==> src/rtl/host_clock_pkg.sv <==
/*
 * Shared constants for the host clock output generator: register map,
 * field layout, reset value, divider periods, clock tail lengths and
 * the software reset stretch time.
 * Assumes a 100 MHz system clock and a crystal half-period enable pulse.
 */
package host_clock_pkg;

   // Register map
   localparam logic [6:0] CLKCTL_ADDR = 7'h0A;
   localparam logic [7:0] CLKCTL_RESET = 8'h0B;

   // Field positions in the control register
   localparam int TAIL_MSB = 5;
   localparam int TAIL_LSB = 4;
   localparam int LFC_BIT = 3;
   localparam int DIV_MSB = 2;
   localparam int DIV_LSB = 0;

   // Divider select code that routes the low-frequency clock
   localparam logic [2:0] DIV_SEL_LF = 3'h7;

   // Tail lengths in host clock cycles
   localparam logic [9:0] TAIL_NONE = 10'h000;
   localparam logic [9:0] TAIL_128 = 10'h080;
   localparam logic [9:0] TAIL_256 = 10'h100;
   localparam logic [9:0] TAIL_512 = 10'h200;

   // Output periods counted in crystal half-periods (60 MHz ticks)
   localparam logic [6:0] PER_30M = 7'h02;
   localparam logic [6:0] PER_15M = 7'h04;
   localparam logic [6:0] PER_10M = 7'h06;
   localparam logic [6:0] PER_4M = 7'h0F;
   localparam logic [6:0] PER_3M = 7'h14;
   localparam logic [6:0] PER_2M = 7'h1E;
   localparam logic [6:0] PER_1M = 7'h3C;

   // Software reset pulse time, least value, and the system clock rate
   localparam int SW_RESET_PULSE_TIME_US = 50;
   localparam int SYS_CLK_MHZ = 100;
   localparam int SW_RESET_CYCLES = SW_RESET_PULSE_TIME_US * SYS_CLK_MHZ;

   // Sources of the clock output pin
   typedef enum logic [1:0] {
      SRC_STOP = 2'b00,
      SRC_DIV = 2'b01,
      SRC_LF = 2'b11
   } src_t;

   // Power states seen by the output logic (Gray along awake-tail-sleep)
   typedef enum logic [1:0] {
      ST_AWAKE = 2'b00,
      ST_TAIL = 2'b01,
      ST_SLEEP = 2'b11
   } pwr_state_t;

   // Switch states (Gray along run-park-run)
   typedef enum logic [1:0] {
      SW_RUN = 2'b00,
      SW_PARK = 2'b01
   } sw_state_t;

   function automatic logic [6:0] div_period(input logic [2:0] sel);
      logic [6:0] p;
      p = PER_1M;
      case (sel)
         3'h0: p = PER_30M;
         3'h1: p = PER_15M;
         3'h2: p = PER_10M;
         3'h3: p = PER_4M;
         3'h4: p = PER_3M;
         3'h5: p = PER_2M;
         default: p = PER_1M;
      endcase
      return p;
   endfunction : div_period

   function automatic logic [9:0] tail_len(input logic [1:0] code);
      logic [9:0] n;
      n = TAIL_NONE;
      case (code)
         2'h1: n = TAIL_128;
         2'h2: n = TAIL_256;
         2'h3: n = TAIL_512;
         default: n = TAIL_NONE;
      endcase
      return n;
   endfunction : tail_len

endpackage : host_clock_pkg
==> src/rtl/crystal_divider.sv <==
/*
 * Divides the crystal half-period tick into the selected host clock.
 * Assumes tick pulses once per crystal half-period while the crystal runs.
 */
`timescale 1ns/10ps
module crystal_divider
   import host_clock_pkg::*;
(
   input wire logic sys_clk, // System clock
   input wire logic sys_rst, // Async reset, active high
   input wire logic tick, // Crystal half-period enable
   input wire logic [2:0] sel, // Divider select code
   output logic div_out // Divided clock level
);

   logic [6:0] period_reg;
   logic [6:0] cnt_reg;
   logic [6:0] cnt_next;

   // A new select takes effect only at the period boundary, so no runt appears
   assign cnt_next = (cnt_reg == period_reg - 7'h01) ? 7'h00 : cnt_reg + 7'h01;

   always_ff @(posedge sys_clk or posedge sys_rst) begin
      if (sys_rst) begin
         cnt_reg <= 7'h00;
         period_reg <= PER_1M;
         div_out <= 1'b0;
      end else if (tick) begin
         cnt_reg <= cnt_next;
         if (cnt_next == 7'h00) begin
            period_reg <= div_period(sel);
         end
         // High for the first half, low for the rest (4 MHz is 7 high, 8 low)
         div_out <= (cnt_next < (((cnt_next == 7'h00) ? div_period(sel) : period_reg) >> 1));
      end
   end
endmodule : crystal_divider

==> src/rtl/glitchless_switch.sv <==
/*
 * Glitch-free selector for the clock output pin: parks the pin low while
 * the old source is low and joins the new source on its falling edge.
 * Assumes both source levels come from flip-flops on sys_clk.
 */
`timescale 1ns/10ps
module glitchless_switch
   import host_clock_pkg::*;
(
   input wire logic sys_clk, // System clock
   input wire logic sys_rst, // Async reset, active high
   input wire logic div_in, // Crystal-derived clock level
   input wire logic lf_in, // Low-frequency clock level
   input src_t req, // Requested source
   output src_t cur_sel, // Source now on the pin
   output logic clk_out // Clock output pin level
);

   sw_state_t state_reg;
   src_t target_reg;
   logic div_d;
   logic lf_d;
   logic cur_val;
   logic tgt_fall;

   assign cur_val = (cur_sel == SRC_DIV) ? div_in : (cur_sel == SRC_LF) ? lf_in : 1'b0;
   assign tgt_fall = (target_reg == SRC_DIV) ? (div_d && !div_in) :
                     (target_reg == SRC_LF) ? (lf_d && !lf_in) : 1'b1;

   // Previous source levels for fall detection
   always_ff @(posedge sys_clk or posedge sys_rst) begin
      if (sys_rst) begin
         div_d <= 1'b0;
         lf_d <= 1'b0;
      end else begin
         div_d <= div_in;
         lf_d <= lf_in;
      end
   end

   // Leaving a source only while it is low and joining the next on its fall
   // keeps every high and low phase at least as long as the shorter source
   always_ff @(posedge sys_clk or posedge sys_rst) begin
      if (sys_rst) begin
         state_reg <= SW_RUN;
         cur_sel <= SRC_STOP;
         target_reg <= SRC_STOP;
         clk_out <= 1'b0;
      end else begin
         case (state_reg)
            SW_RUN: begin
               if (req != cur_sel && !cur_val) begin
                  state_reg <= SW_PARK;
                  target_reg <= req;
                  clk_out <= 1'b0;
               end else begin
                  clk_out <= cur_val;
               end
            end
            default: begin
               clk_out <= 1'b0;
               if (tgt_fall) begin
                  cur_sel <= target_reg;
                  state_reg <= SW_RUN;
               end else begin
                  target_reg <= req;
               end
            end
         endcase
      end
   end
endmodule : glitchless_switch

==> src/rtl/host_clock_output.sv <==
/*
 * Host clock output generator: control register, power-state tracking,
 * clock tail, crystal enable and the clock output pin.
 * Assumes register accesses arrive on a simple synchronous port decoded
 * from the serial interface, crystal and low-frequency half-period ticks
 * synchronous to sys_clk, and an interrupt-pending level from the status
 * logic that drops when the host reads the interrupt status.
 */
`timescale 1ns/10ps

module host_clock_output
   import host_clock_pkg::*;
#(
   parameter int SW_RST_CYCLES = SW_RESET_CYCLES // Software reset stretch
)(
   input wire logic sys_clk, // System clock, 100 MHz
   input wire logic sys_rst, // Async reset, active high
   input wire logic [6:0] reg_addr, // Register address
   input wire logic [7:0] reg_wdata, // Register write data
   input wire logic reg_we, // Register write strobe
   input wire logic reg_re, // Register read strobe
   output logic [7:0] reg_rdata, // Register read data
   input wire logic sw_reset_req, // Software reset request pulse
   input wire logic sleep_cmd, // SLEEP commanded
   input wire logic irq_pending, // Interrupt not yet read
   input wire logic xtal_tick, // Crystal half-period enable
   input wire logic lf_tick, // Low-frequency half-period enable
   output logic xtal_enable, // Crystal oscillator enable
   output logic sw_reset_active, // Software reset in progress
   output logic clock_output_pin // Host clock out
);

   localparam logic [12:0] SW_RST_LAST = 13'(SW_RST_CYCLES - 1);

   logic [7:0] ctl_reg;
   logic [12:0] swr_cnt_reg;
   pwr_state_t state_reg;
   logic [9:0] tail_cnt_reg;
   logic lf_clk_reg;
   logic pin_d;
   logic pin_fall;
   logic eff_sleep;
   logic lfc_en;
   logic [1:0] tail_code;
   logic [2:0] div_sel;
   logic xtal_next;
   logic div_clk;
   src_t src_req;
   src_t cur_sel;

   assign lfc_en = ctl_reg[LFC_BIT];
   assign tail_code = ctl_reg[TAIL_MSB:TAIL_LSB];
   assign div_sel = ctl_reg[DIV_MSB:DIV_LSB];

   // A pending interrupt holds off any sleep until its status is read
   assign eff_sleep = sleep_cmd && !irq_pending;

   // Software reset stretch; the request restarts the count if repeated
   always_ff @(posedge sys_clk or posedge sys_rst) begin
      if (sys_rst) begin
         swr_cnt_reg <= 13'h0000;
         sw_reset_active <= 1'b0;
      end else if (sw_reset_req) begin
         swr_cnt_reg <= 13'h0000;
         sw_reset_active <= 1'b1;
      end else if (sw_reset_active) begin
         swr_cnt_reg <= swr_cnt_reg + 13'h0001;
         if (swr_cnt_reg == SW_RST_LAST) begin
            sw_reset_active <= 1'b0;
         end
      end
   end

   // Control register; bits 7:6 are unused and read as zero
   always_ff @(posedge sys_clk or posedge sys_rst) begin
      if (sys_rst) begin
         ctl_reg <= CLKCTL_RESET;
      end else if (sw_reset_active) begin
         ctl_reg <= CLKCTL_RESET;
      end else if (reg_we && reg_addr == CLKCTL_ADDR) begin
         ctl_reg <= {2'b00, reg_wdata[TAIL_MSB:DIV_LSB]};
      end
   end

   // Read port; unmapped addresses answer zero
   always_ff @(posedge sys_clk or posedge sys_rst) begin
      if (sys_rst) begin
         reg_rdata <= 8'h00;
      end else if (reg_re) begin
         if (reg_addr == CLKCTL_ADDR) begin
            reg_rdata <= ctl_reg;
         end else begin
            reg_rdata <= 8'h00;
         end
      end
   end

   // Low-frequency clock level from its half-period tick
   always_ff @(posedge sys_clk or posedge sys_rst) begin
      if (sys_rst) begin
         lf_clk_reg <= 1'b0;
      end else if (lf_tick) begin
         lf_clk_reg <= !lf_clk_reg;
      end
   end

   // Pin fall detect paces the tail count in whole host clock cycles
   always_ff @(posedge sys_clk or posedge sys_rst) begin
      if (sys_rst) begin
         pin_d <= 1'b0;
      end else begin
         pin_d <= clock_output_pin;
      end
   end
   assign pin_fall = pin_d && !clock_output_pin;

   // Power state and clock tail. Counting falls of the pin rather than
   // divider periods keeps the tail exact across a source switch, and a
   // sleep command withdrawn mid-tail returns straight to the awake state.
   always_ff @(posedge sys_clk or posedge sys_rst) begin
      if (sys_rst) begin
         state_reg <= ST_AWAKE;
         tail_cnt_reg <= TAIL_NONE;
      end else begin
         case (state_reg)
            ST_AWAKE: begin
               if (eff_sleep) begin
                  if (lfc_en || tail_code == 2'h0) begin
                     state_reg <= ST_SLEEP;
                  end else begin
                     tail_cnt_reg <= tail_len(tail_code);
                     state_reg <= ST_TAIL;
                  end
               end
            end
            ST_TAIL: begin
               if (!eff_sleep) begin
                  tail_cnt_reg <= TAIL_NONE;
                  state_reg <= ST_AWAKE;
               end else if (lfc_en) begin
                  // Enable set mid-tail hands the pin to the slow clock at once
                  tail_cnt_reg <= TAIL_NONE;
                  state_reg <= ST_SLEEP;
               end else if (pin_fall) begin
                  tail_cnt_reg <= tail_cnt_reg - 10'h001;
                  if (tail_cnt_reg == 10'h001) begin
                     state_reg <= ST_SLEEP;
                  end
               end
            end
            default: begin
               if (!eff_sleep) begin
                  state_reg <= ST_AWAKE;
               end
            end
         endcase
      end
   end

   // Source request; the tail keeps the divider-selected clock alive.
   // Code 111 outside SLEEP still routes the low-frequency clock.
   always_comb begin
      if (state_reg == ST_SLEEP && lfc_en) begin
         src_req = SRC_LF;
      end else if (state_reg == ST_SLEEP) begin
         src_req = SRC_STOP;
      end else if (div_sel == DIV_SEL_LF) begin
         src_req = SRC_LF;
      end else begin
         src_req = SRC_DIV;
      end
   end

   // Crystal stays on until the switch has let go of the divided clock,
   // so the last divided cycle is never cut short
   assign xtal_next = !eff_sleep || state_reg != ST_SLEEP || cur_sel == SRC_DIV;

   // Registered so the oscillator enable never glitches on a mux change
   always_ff @(posedge sys_clk or posedge sys_rst) begin
      if (sys_rst) begin
         xtal_enable <= 1'b1;
      end else begin
         xtal_enable <= xtal_next;
      end
   end

   // Crystal divider; it freezes mid-period while the crystal is off
   crystal_divider u_div (
      .sys_clk(sys_clk),
      .sys_rst(sys_rst),
      .tick(xtal_tick && xtal_enable),
      .sel(div_sel),
      .div_out(div_clk)
   );

   // Glitch-free output switch between divided, slow and stopped clocks
   glitchless_switch u_sw (
      .sys_clk(sys_clk),
      .sys_rst(sys_rst),
      .div_in(div_clk),
      .lf_in(lf_clk_reg),
      .req(src_req),
      .cur_sel(cur_sel),
      .clk_out(clock_output_pin)
   );
endmodule : host_clock_output

==> config.mk <==
export PLATFORM = sky130hd
export DESIGN_NAME = host_clock_output
export DESIGN_NICKNAME = d
export VERILOG_FILES = /design/src/rtl/host_clock_pkg.sv /design/src/rtl/crystal_divider.sv /design/src/rtl/glitchless_switch.sv /design/src/rtl/host_clock_output.sv
export SDC_FILE = /design/constraint.sdc
export NUM_CORES = 1
export LEC_CHECK = 0
export BUFFER_PORTS_ARGS = -buffer_cell sky130_fd_sc_hd__buf_2
export CAP_MARGIN = 20
export CORE_MARGIN = 4
export CORE_UTILIZATION = 59
export DETAILED_ROUTE_END_ITERATION = 7
export GPL_TIMING_DRIVEN = 0
export MAX_ROUTING_LAYER = met4
export PLACE_DENSITY = 0.77
export SETUP_SLACK_MARGIN = 0.02
export SYNTH_ARGS = -nofsm -noshare
export SYNTH_HDL_FRONTEND = slang
export SYNTH_SLANG_ARGS = --single-unit
==> constraint.sdc <==
create_clock -name sys_clk -period 3.9 [get_ports sys_clk]
set_input_delay 0.195 -clock sys_clk [delete_from_list [all_inputs] [get_ports sys_clk]]
set_output_delay 0.195 -clock sys_clk [all_outputs]
set_load 0.1 [all_outputs]
==> run metrics, run 1 <==
outcome complete, no violations; Final nets 451; max frequency 0.309 GHz; Chip Width 85.5 µm; adder-cell share of the synthesized area under 10%; DRT iter0 DRCs 134; diode count 0; Yosys reg bits 63; Reg2Reg Setup Slack 670 ps; grt ovf 0; Remaining DRCs 0; total global-route track usage 22.0%; Final Worst Setup Slack 667 ps; Post-Synth XOR/XNOR Area under 10%; CTS root buffer clkbuf_8; first-pass GRT wire length 12500 µm; Power Dens Cells 573 nW/µm²; worst skew pair latency 340 ps; worst-path fanout max 9; Synth Warn # 0; DIE AREA 7300 µm²; CTS tree done; clock buffer depth 2; Worst Path Required 4160 ps; hold_ws 30.0 ps; Unique masters post-synth 57; Top FF cell, synth dfrtp_1; max reg flops 13; Leakage Power about 1.7 nW; VDD IR max 263 µV; largest family of logic cells by synthesized area simple AND/OR/NAND/NOR gates; Slew headroom a little over half; vias per cell 5.62; Yosys top cell area share 38.9%; # rows 27; Final setup viols 0; Clock Skews 8.90 ps; Compound-Gate Fraction of Synth Area 13.7%; HP Start lf_tick; synthesis-to-layout area growth 13.0%; setup bufs post-CTS 0; sequential share of the synthesized area 44.8%; RR Startpoint u_div.period_reg[0]; wire per inst about 14 µm; port bufs 30; share of cells above drive strength 1 around 18%; Syn Inst Count around 370; Core Area 5680 µm²; post-route ant nets 0; Post-synth EDFFs 0; DR pass1 iterations 4; Avg Cell Area, Syn around 9.5 µm²; worst min-delay path class in -> reg; kind of critical path reg -> reg; Slew @ Worst Pin 692 ps; Critical Path AT 3490 ps; largest net degree at the start of global routing 39; initial antenna violation count 0; Hold Fails Final Rpt 0; area leader, netlist dfrtp_1; final total power 2.29 mW; GP Congestion approximately 0.87; hpwl dp 5110 µm; RSZ-0062 raised after global routing false; Num CTS Buffers 9; # fillers 433; setup slack at placement 669 ps; post-CTS sizing 0; max_cap viols 0; largest cells by area after synthesis dfrtp_1 (39%), dfstp_2 (5.9%), xnor2_1 (4.0%); max-slew violation count 0; critical path capture point type register; crit path time final 3230 ps; fin crit share 82.9%; total wire length 7040 µm; Setup crit start kind register; via count 2776; Multi-input gate area 1790 µm²; origin of the worst setup path u_div.period_reg[0]; Cell Area, Synth 3540 µm²; simple-gate share of the synthesized area 21.3%; vias in the first global route 2760; Async SR Flop Fraction 100%; Die Ht ~85 µm; Top Ports 35; setup_tns 0 ps; Initial Util 62.4%; CTS HTree Levels 3; multiplexer area fraction after synthesis under 10%; Reg area 1590 µm²; Reg clk slew, reported paths around 70 ps; # clock sinks 63
## stage by stage
stage               instance area, µm²  utilization, %  instances
finish                            4000            70.5        494
global route                      4000            70.5        494
CTS                               4000            70.4        493
detailed placement                3800            67.0        477
global placement                  3780            66.7        476
floorplan                         3540               -        374
## layout by cell type, fill, tap and decap left out, types with 7 or more instances in the layout
master	n
ha_1	9
nor3_1	9
xor2_1	11
nand3_1	10
dfrtp_1	55
mux2i_1	11
or3_1	8
clkbuf_8	12
nor2_1	33
nand2b_1	8
a21oi_1	14
clkbuf_1	8
nand2_1	28
inv_1	19
o21ai_0	19
buf_2	35
dfstp_2	8
nand4_1	8
xnor2_1	16
and3_1	7
## cells by family (layout without fill, tap and decap cells)
family,count (synthesis),count (layout)
and+or+nand+nor,143,143
buffers and inverters,38,86
xor gates and xnor gates,27,27
AOI/OAI and AO/OA,75,75
other,1,2
DFF,63,63
adders and majority gates,10,10
muxes,16,16
## Yosys cell counts, types with 5 or more instances
master / count
nand4_1: 8
and3_1: 7
dfrtp_1: 55
a21oi_1: 14
nand2_1: 28
dfstp_2: 8
o21ai_0: 19
o21ai_1: 6
inv_1: 20
a211o_1: 5
or3_1: 8
buf_2: 5
nand2b_1: 8
xor2_1: 11
xnor2_1: 16
nor3_1: 9
ha_1: 9
nor2b_1: 6
nor4_1: 6
nor2_1: 33
mux2i_1: 11
clkbuf_1: 8
nand3_1: 10
## final cells by class
| type | instances | share of cell area [%] |
|---|---|---|
| Multi-Input combinational cell | 273 | 44.6 |
| Inverter | 20 | 1.88 |
| Sequential cell | 63 | 39.6 |
| Buffer | 18 | 2.41 |
| Clock buffer | 12 | 4.13 |
| Clock inverter | 3 | 0.438 |
| Tap cell | 72 | 2.25 |
| Timing Repair Buffer | 33 | 4.63 |
## timing repair
action,4_1_cts,5_1_grt
endpoints found under the hold margin,24,0
setup endpoints to repair,0,0
hold buffers,1,0
## path summary, 6_finish.rpt
check                                      end  cells past startpoint
setup / recovery                 u_div.div_out                     14
hold / removal                      lf_clk_reg                      2
setup reg to reg                 u_div.div_out                     14
hold reg to reg                          pin_d                      0
max in group asynchronous  u_div.period_reg[3]                      4
min in group asynchronous     u_div.cnt_reg[2]                      3
## routing by layer
| metal | GRT usage (%) | routed length, µm | part of all wire, % |
|---|---|---|---|
| met1 | 30.0 | 3550 | 50 |
| met2 | 31.7 | 3130 | 44 |
| met3 | 4.95 | 260 | 3.7 |
| met4 | 8.92 | 105 | 1.5 |
| met5 | - | 0 | 0 |
## worst max-delay path: stages, from the launching register on
cell	delay, ps
dfrtp_1	360
buf_2	160
inv_1	90
ha_1	290
and4b_1	220
or4_4	520
a32o_1	250
buf_6	140
mux2i_1	170
ha_1	270
a21oi_1	140
nor2b_1	60
o21ai_0	140
o211ai_1	120
a22oi_1	210
## power breakdown
| part | internal [mW] | switching (mW) |
|---|---|---|
| clock | 0.277 | 0.242 |
| sequential | 0.775 | 0.111 |
| combinational | 0.402 | 0.485 |
| total | 1.45 | 0.838 |
Note: power is estimated with default switching activity, not from simulation.
==> inputs of run 2 (changes only) <==
--- a/config.mk
+++ b/config.mk
@@ -5,14 +5,15 @@
 export SDC_FILE = /design/constraint.sdc
 export NUM_CORES = 1
 export LEC_CHECK = 0
+export ABC_AREA = 1
 export BUFFER_PORTS_ARGS = -buffer_cell sky130_fd_sc_hd__buf_2
 export CAP_MARGIN = 20
 export CORE_MARGIN = 4
-export CORE_UTILIZATION = 59
+export CORE_UTILIZATION = 53
 export DETAILED_ROUTE_END_ITERATION = 7
 export GPL_TIMING_DRIVEN = 0
 export MAX_ROUTING_LAYER = met4
-export PLACE_DENSITY = 0.77
+export PLACE_DENSITY = 0.73
 export SETUP_SLACK_MARGIN = 0.02
 export SYNTH_ARGS = -nofsm -noshare
 export SYNTH_HDL_FRONTEND = slang
==> constraint.sdc (replaced) <==
create_clock -name sys_clk -period 2.9 [get_ports sys_clk]
set_input_delay 0.145 -clock sys_clk [delete_from_list [all_inputs] [get_ports sys_clk]]
set_output_delay 0.145 -clock sys_clk [all_outputs]
set_load 0.1 [all_outputs]
==> run metrics, run 2 <==
hold_ws 25.0 ps (-5.03 ps); setup_tns 0 ps (unchanged); VDD IR max 512 µV (+95%); CTS root buffer clkbuf_8; worst-path fanout max 10 (+1); largest cells by area after synthesis dfrtp_1 (39%), nand2_1 (12%), inv_1 (8.1%); post-route ant nets 0 (unchanged); GP Congestion 0.879 (+1.3%); Final nets 561 (+24%); Layout Utilization 63.2% (-7.3 points); most frequent cells in the layout nand2_1 (116), inv_1 (75), nor2_1 (59); Multi-input gate area 1640 µm² (-8.4%); Unique masters post-synth 39 (-32%); fin crit share 90.1% (+7.2 points); Avg Cell Area, Syn 7.39 µm² (-22%); Async SR Flop Fraction 100% (unchanged); Critical Path AT 2880 ps (-610 ps); RR Endpoint u_div.div_out; max_cap viols 0 (unchanged); Setup crit start kind register; top cells by count, synth nand2_1 (116), inv_1 (77), nor2_1 (59), dfrtp_1 (55), o21ai_0 (38); setup slack at placement 308 ps (-361 ps); diode count 0 (unchanged); critical path capture point type register; # rows 29 (+7.4%); Initial Util 55.5% (-6.9 points); first-pass GRT wire length 13400 µm (+6.7%); Slew headroom 65.7% (+12 points); grt ovf 0 (unchanged); Yosys top cell area share 38.6% (-0.26 points); final total power 3.35 mW (+46%); DR pass1 iterations 4 (unchanged); Reg area 1590 µm² (unchanged); total wire length 7460 µm (+5.9%); Clock Skews 10.4 ps (+1.51 ps); via count 3158 (+14%); Core Area 6420 µm² (+13%); largest net degree at the start of global routing 42 (+7.7%); sequential share of the synthesized area 44.5% (-0.30 points); # fillers 576 (+33%); worst min-delay path class in -> reg; HP Start reg_wdata[5]; RR Startpoint u_div.period_reg[0]; crit path time final 2610 ps (-619 ps); CTS tree done; Reg2Reg Depth 18 (+4); # clock sinks 63 (unchanged); RSZ-0062 raised after global routing false; CTS HTree Levels 3 (unchanged); hpwl dp 5660 µm (+11%); synthesis-to-layout area growth 13.9%; Cell Area, Synth 3560 µm² (+0.67%); Yosys reg bits 63 (unchanged); Reg clk slew, reported paths 80 ps (about the same); DRT iter0 DRCs 104 (-22%); clock buffer depth 2 (unchanged); Chip Width 90.0 µm (+5.3%); vias per cell 5.18 (-7.9%); WHS Endpoint ctl_reg[5]; Post-synth EDFFs 0 (unchanged); port bufs 30 (unchanged); Reg2Reg Setup Slack 290 ps (-380 ps); hold depth 3 (+1); Remaining DRCs 0 (unchanged); Num CTS Buffers 9 (unchanged); area leader, netlist dfrtp_1; Die Ht 90.0 µm (+5.3%); outcome complete, no violations; commonest non-fill, non-tap cell in the layout nand2_1; Leakage Power 2.15 nW (+25%); max reg flops 13 (unchanged); max frequency 0.383 GHz (+24%); initial antenna violation count 0 (unchanged); Final setup viols 0 (unchanged); total global-route track usage 20.6% (-1.4 points); kind of critical path reg -> reg; wire per inst 12.2 µm (-14%); DIE AREA 8100 µm² (+11%); share of cells above drive strength 1 13.7% (-3.8 points); Synth Warn # 0 (unchanged); Syn Inst Count 482 (+29%); Slew @ Worst Pin 513 ps (-179 ps); vias in the first global route 3048 (+10%); Hold Fails Final Rpt 0 (unchanged); Final Worst Setup Slack 286 ps (-381 ps); Top FF cell, synth dfrtp_1; Top Ports 35 (unchanged); max-slew violation count 0 (unchanged); worst skew pair latency 330 ps (about the same); Worst Path Required 3170 ps (-990 ps); Power Dens Cells 826 nW/µm² (+44%); count leader, synth nand2_1
run 2: timing repair:
action                                  CTS  global route
gates resized for setup                   0             2
setup buffers                             0             0
endpoints found under the hold margin    24             0
hold buffers                              3             0
endpoints found under the setup margin    0             1
run 2: worst max-delay path by stage:
stage                         from         endpoint  slack (ps)  cells after the start
3_3_place_gp   u_div.period_reg[0]    u_div.div_out         340                     17
3_5_place_dp      u_div.cnt_reg[0]    u_div.div_out         310                     14
4_1_cts        u_div.period_reg[0]    u_div.div_out         270                     18
2_1_floorplan      sw_reset_active  swr_cnt_reg[11]         610                     11
5_1_grt           u_div.cnt_reg[0]    u_div.div_out          60                     17
6_report       u_div.period_reg[0]    u_div.div_out         290                     18
run 2: area by class of cell:
class / count / share of cell area [%]
clock buffer: 13 / 3.67
tap: 77 / 2.37
inverter: 82 / 7.65
buffer: 6 / 0.925
sequential: 63 / 39.1
multi-input combinational: 332 / 40.3
timing repair buffer: 34 / 4.93
clock inverter: 3 / 1.05
run 2: kinds of logic (layout without fill, tap and decap cells):
kind of cell | count (synthesis) | in the layout | synth area share (%)
adders and majority gates | 9 | 9 | 3.16
other | 1 | 2 | 0.105
buffers and inverters | 88 | 138 | 9.76
DFF | 63 | 63 | 44.5
xor gates and xnor gates | 7 | 7 | 1.72
and+or+nand+nor | 242 | 242 | 29.4
AOI/OAI and AO/OA | 72 | 72 | 11.4
run 2: per-layer routing:
layer	vias to the layer above	track usage (%)	wire length, µm
met5	-	-	0
met4	0	8.42	154
met3	15	3.34	197
met2	54	32.1	3410
met1	1458	26.9	3700
li1	1631	-	-
run 2: metrics by stage:
stage | instances | area (µm²)
2_1_floorplan | 483 | 3570
3_3_place_gp | 590 | 3810
3_5_place_dp | 591 | 3830
4_1_cts | 610 | 4060
5_1_grt | 610 | 4060
6_report | 610 | 4060
run 2: report_power, final:
group | internal, mW | switching (mW)
registers | 1.10 | 0.193
logic | 0.466 | 0.831
clock network | 0.421 | 0.338
total | 1.99 | 1.36
run 2: critical path, stage by stage, from the launching register on:
cell	delay (ps)
dfrtp_1	400
inv_2	80
ha_2	330
inv_1	40
nand2_1	50
nand2_1	50
nor2_1	80
nand3_1	90
nor2_2	120
nand2_2	110
o31ai_2	120
nand2_4	170
o21ai_0	270
ha_1	290
a21oi_1	130
nand3_1	80
inv_1	50
nand2_1	50
nand2_1	50
==> inputs of run 3 (changes only) <==
--- a/config.mk
+++ b/config.mk
@@ -9,11 +9,11 @@
 export BUFFER_PORTS_ARGS = -buffer_cell sky130_fd_sc_hd__buf_2
 export CAP_MARGIN = 20
 export CORE_MARGIN = 4
-export CORE_UTILIZATION = 53
+export CORE_UTILIZATION = 59
 export DETAILED_ROUTE_END_ITERATION = 7
 export GPL_TIMING_DRIVEN = 0
 export MAX_ROUTING_LAYER = met4
-export PLACE_DENSITY = 0.73
+export PLACE_DENSITY = 0.77
 export SETUP_SLACK_MARGIN = 0.02
 export SYNTH_ARGS = -nofsm -noshare
 export SYNTH_HDL_FRONTEND = slang
==> constraint.sdc (replaced) <==
create_clock -name sys_clk -period 2.75 [get_ports sys_clk]
set_input_delay 0.1375 -clock sys_clk [delete_from_list [all_inputs] [get_ports sys_clk]]
set_output_delay 0.1375 -clock sys_clk [all_outputs]
set_load 0.1 [all_outputs]
==> run metrics, run 3 (synthesis results as in run 2) <==
initial antenna violation count 0 (unchanged); commonest non-fill, non-tap cell in the layout nand2_1; Leakage Power 2.22 nW (+3.3%); fin crit share 91.4% (+1.3 points); Reg clk slew, reported paths 70 ps (about the same); via count 3253 (+3.0%); Initial Util 60.5% (+5.1 points); Die Ht 85.7 µm (-4.8%); crit path time final 2510 ps (-99.0 ps); hold_ws 23.5 ps (-1.47 ps); grt ovf 0 (unchanged); Final nets 568 (+1.2%); first-pass GRT wire length 13300 µm (-0.67%); CTS tree done; Power Dens Cells 900 nW/µm² (+9.1%); total global-route track usage 23.2% (+2.7 points); largest net degree at the start of global routing 43 (+2.4%); Remaining DRCs 0 (unchanged); port bufs 30 (unchanged); CTS root buffer clkbuf_8; worst-path fanout max 8 (-2); CTS HTree Levels 3 (unchanged); # rows 28 (-3.4%); synthesis-to-layout area growth 17.0%; hold depth 3 (unchanged); max reg flops 13 (unchanged); Post-DP Area 3830 µm² (about the same); max-slew violation count 0 (unchanged); biggest cell delay along the critical path 480 ps (+80 ps); max_cap viols 0 (unchanged); Final setup viols 0 (unchanged); vias per cell 5.29 (+2.2%); GP Congestion 0.891 (+1.4%); Core Area 5890 µm² (-8.4%); vias in the first global route 3090 (+1.4%); hpwl dp 5560 µm (-1.6%); total wire length 7620 µm (+2.2%); DIE AREA 7350 µm² (-9.3%); Hold Fails Final Rpt 0 (unchanged); kind of critical path reg -> reg; VDD IR max 594 µV (+16%); worst min-delay path class in -> reg; final total power 3.75 mW (+12%); Reg2Reg Depth 17 (-1); post-route ant nets 0 (unchanged); Critical Path AT 2740 ps (-140 ps); clock buffer depth 2 (unchanged); most frequent cells in the layout nand2_1 (116), inv_1 (75), nor2_1 (58); wire per inst 12.4 µm (+1.4%); post-route cell area 4170 µm² (+2.7%); most used cell, CP nand2_1; Worst Path Required 2980 ps (-190 ps); Final Worst Setup Slack 235 ps (-51.0 ps); cells along the critical path ha_1 -> nand2_1 -> o21ai_0 -> nand2_1 -> inv_1 -> o31ai_4 -> nand2_4 -> nand2_1 -> o21ai_1 -> ha_1 -> nand2_1 -> inv_1 -> nand2_1 -> nand2_1 -> nand2_1 -> nand2_1 -> nand2_1; Chip Width 85.7 µm (-4.8%); DR pass1 iterations 5 (+1); # clock sinks 63 (unchanged); setup slack at placement 193 ps (-115 ps); worst skew pair latency 330 ps (about the same); Clock Skews 8.90 ps (-1.51 ps); diode count 0 (unchanged); critical path capture point type register; CP max-delay cell dfrtp_1; Top Ports 35 (unchanged); Num CTS Buffers 9 (unchanged); DRT iter0 DRCs 143 (+38%); share of cells above drive strength 1 15.0% (+1.3 points); Setup crit start kind register; max frequency 0.398 GHz (+3.9%); outcome complete, no violations; Layout Utilization 70.8% (+7.7 points)
## run 3: changes by cell type in the layout (fill, tap and decap cells not counted), sizes merged
cell         change
dlygate4sd3      +1
clkinvlp         -1
nand2            +1
bufinv           +1
buf              +5
## run 3: power by group
group	leakage, nW	switching (mW)	total [mW]	internal [mW]
combinational	1.31	0.927	1.48	0.557
clock	0.114	0.346	0.905	0.560
sequential	0.800	0.203	1.36	1.16
## run 3: area by class of cell
class	count	area, µm²
Inverter	82	310
Multi-Input combinational cell	333	1670
Clock buffer	13	159
Timing Repair Buffer	40	248
Buffer	6	37.5
Sequential cell	63	1590
Fill cell	485	1720
Tap cell	75	93.8
Clock inverter	3	65.1
## run 3: per-layer routing
metal | part of all wire (%) | up-vias | track usage, % | wire length [µm]
met5 | 0 | - | - | 0
met4 | 1.9 | 0 | 8.92 | 143
met3 | 4.5 | 16 | 4.61 | 341
met2 | 49 | 94 | 38.2 | 3700
met1 | 45 | 1496 | 28.3 | 3430
li1 | - | 1647 | - | -
## run 3: worst max-delay path: cells and delay by family (launching register included)
kind / cells / cell delay [ps]
and+or+nand+nor: 10 / 670
adders and majority gates: 2 / 630
AOI/OAI and AO/OA: 3 / 500
DFF: 1 / 480
buffers and inverters: 2 / 120
## run 3: worst paths after layout
kind                       slack, ps                   to        startpoint
max                              240        u_div.div_out  u_div.cnt_reg[0]
max in group asynchronous       1730  u_div.period_reg[5]           sys_rst
max reg2reg                      240        u_div.div_out  u_div.cnt_reg[0]
min                               20           ctl_reg[5]      reg_wdata[5]
min in group asynchronous        380      tail_cnt_reg[8]           sys_rst
min reg2reg                      430           u_sw.div_d     u_div.div_out
## run 3: per-stage QoR
stage	TNS [ps]	std cells
after floorplan	0	483
after global placement	0	588
after detailed placement	0	589
after CTS	0	609
after global routing	-36.1	615
final	0	615
## run 3: what timing repair did
| item | in CTS | in global routing |
|---|---|---|
| gates resized for setup | 0 | 8 |
| buffers inserted | 0 | 5 |
| hold buffers | 4 | 0 |
| endpoints found under the setup margin | 0 | 1 |
| hold endpoints to repair | 18 | 0 |
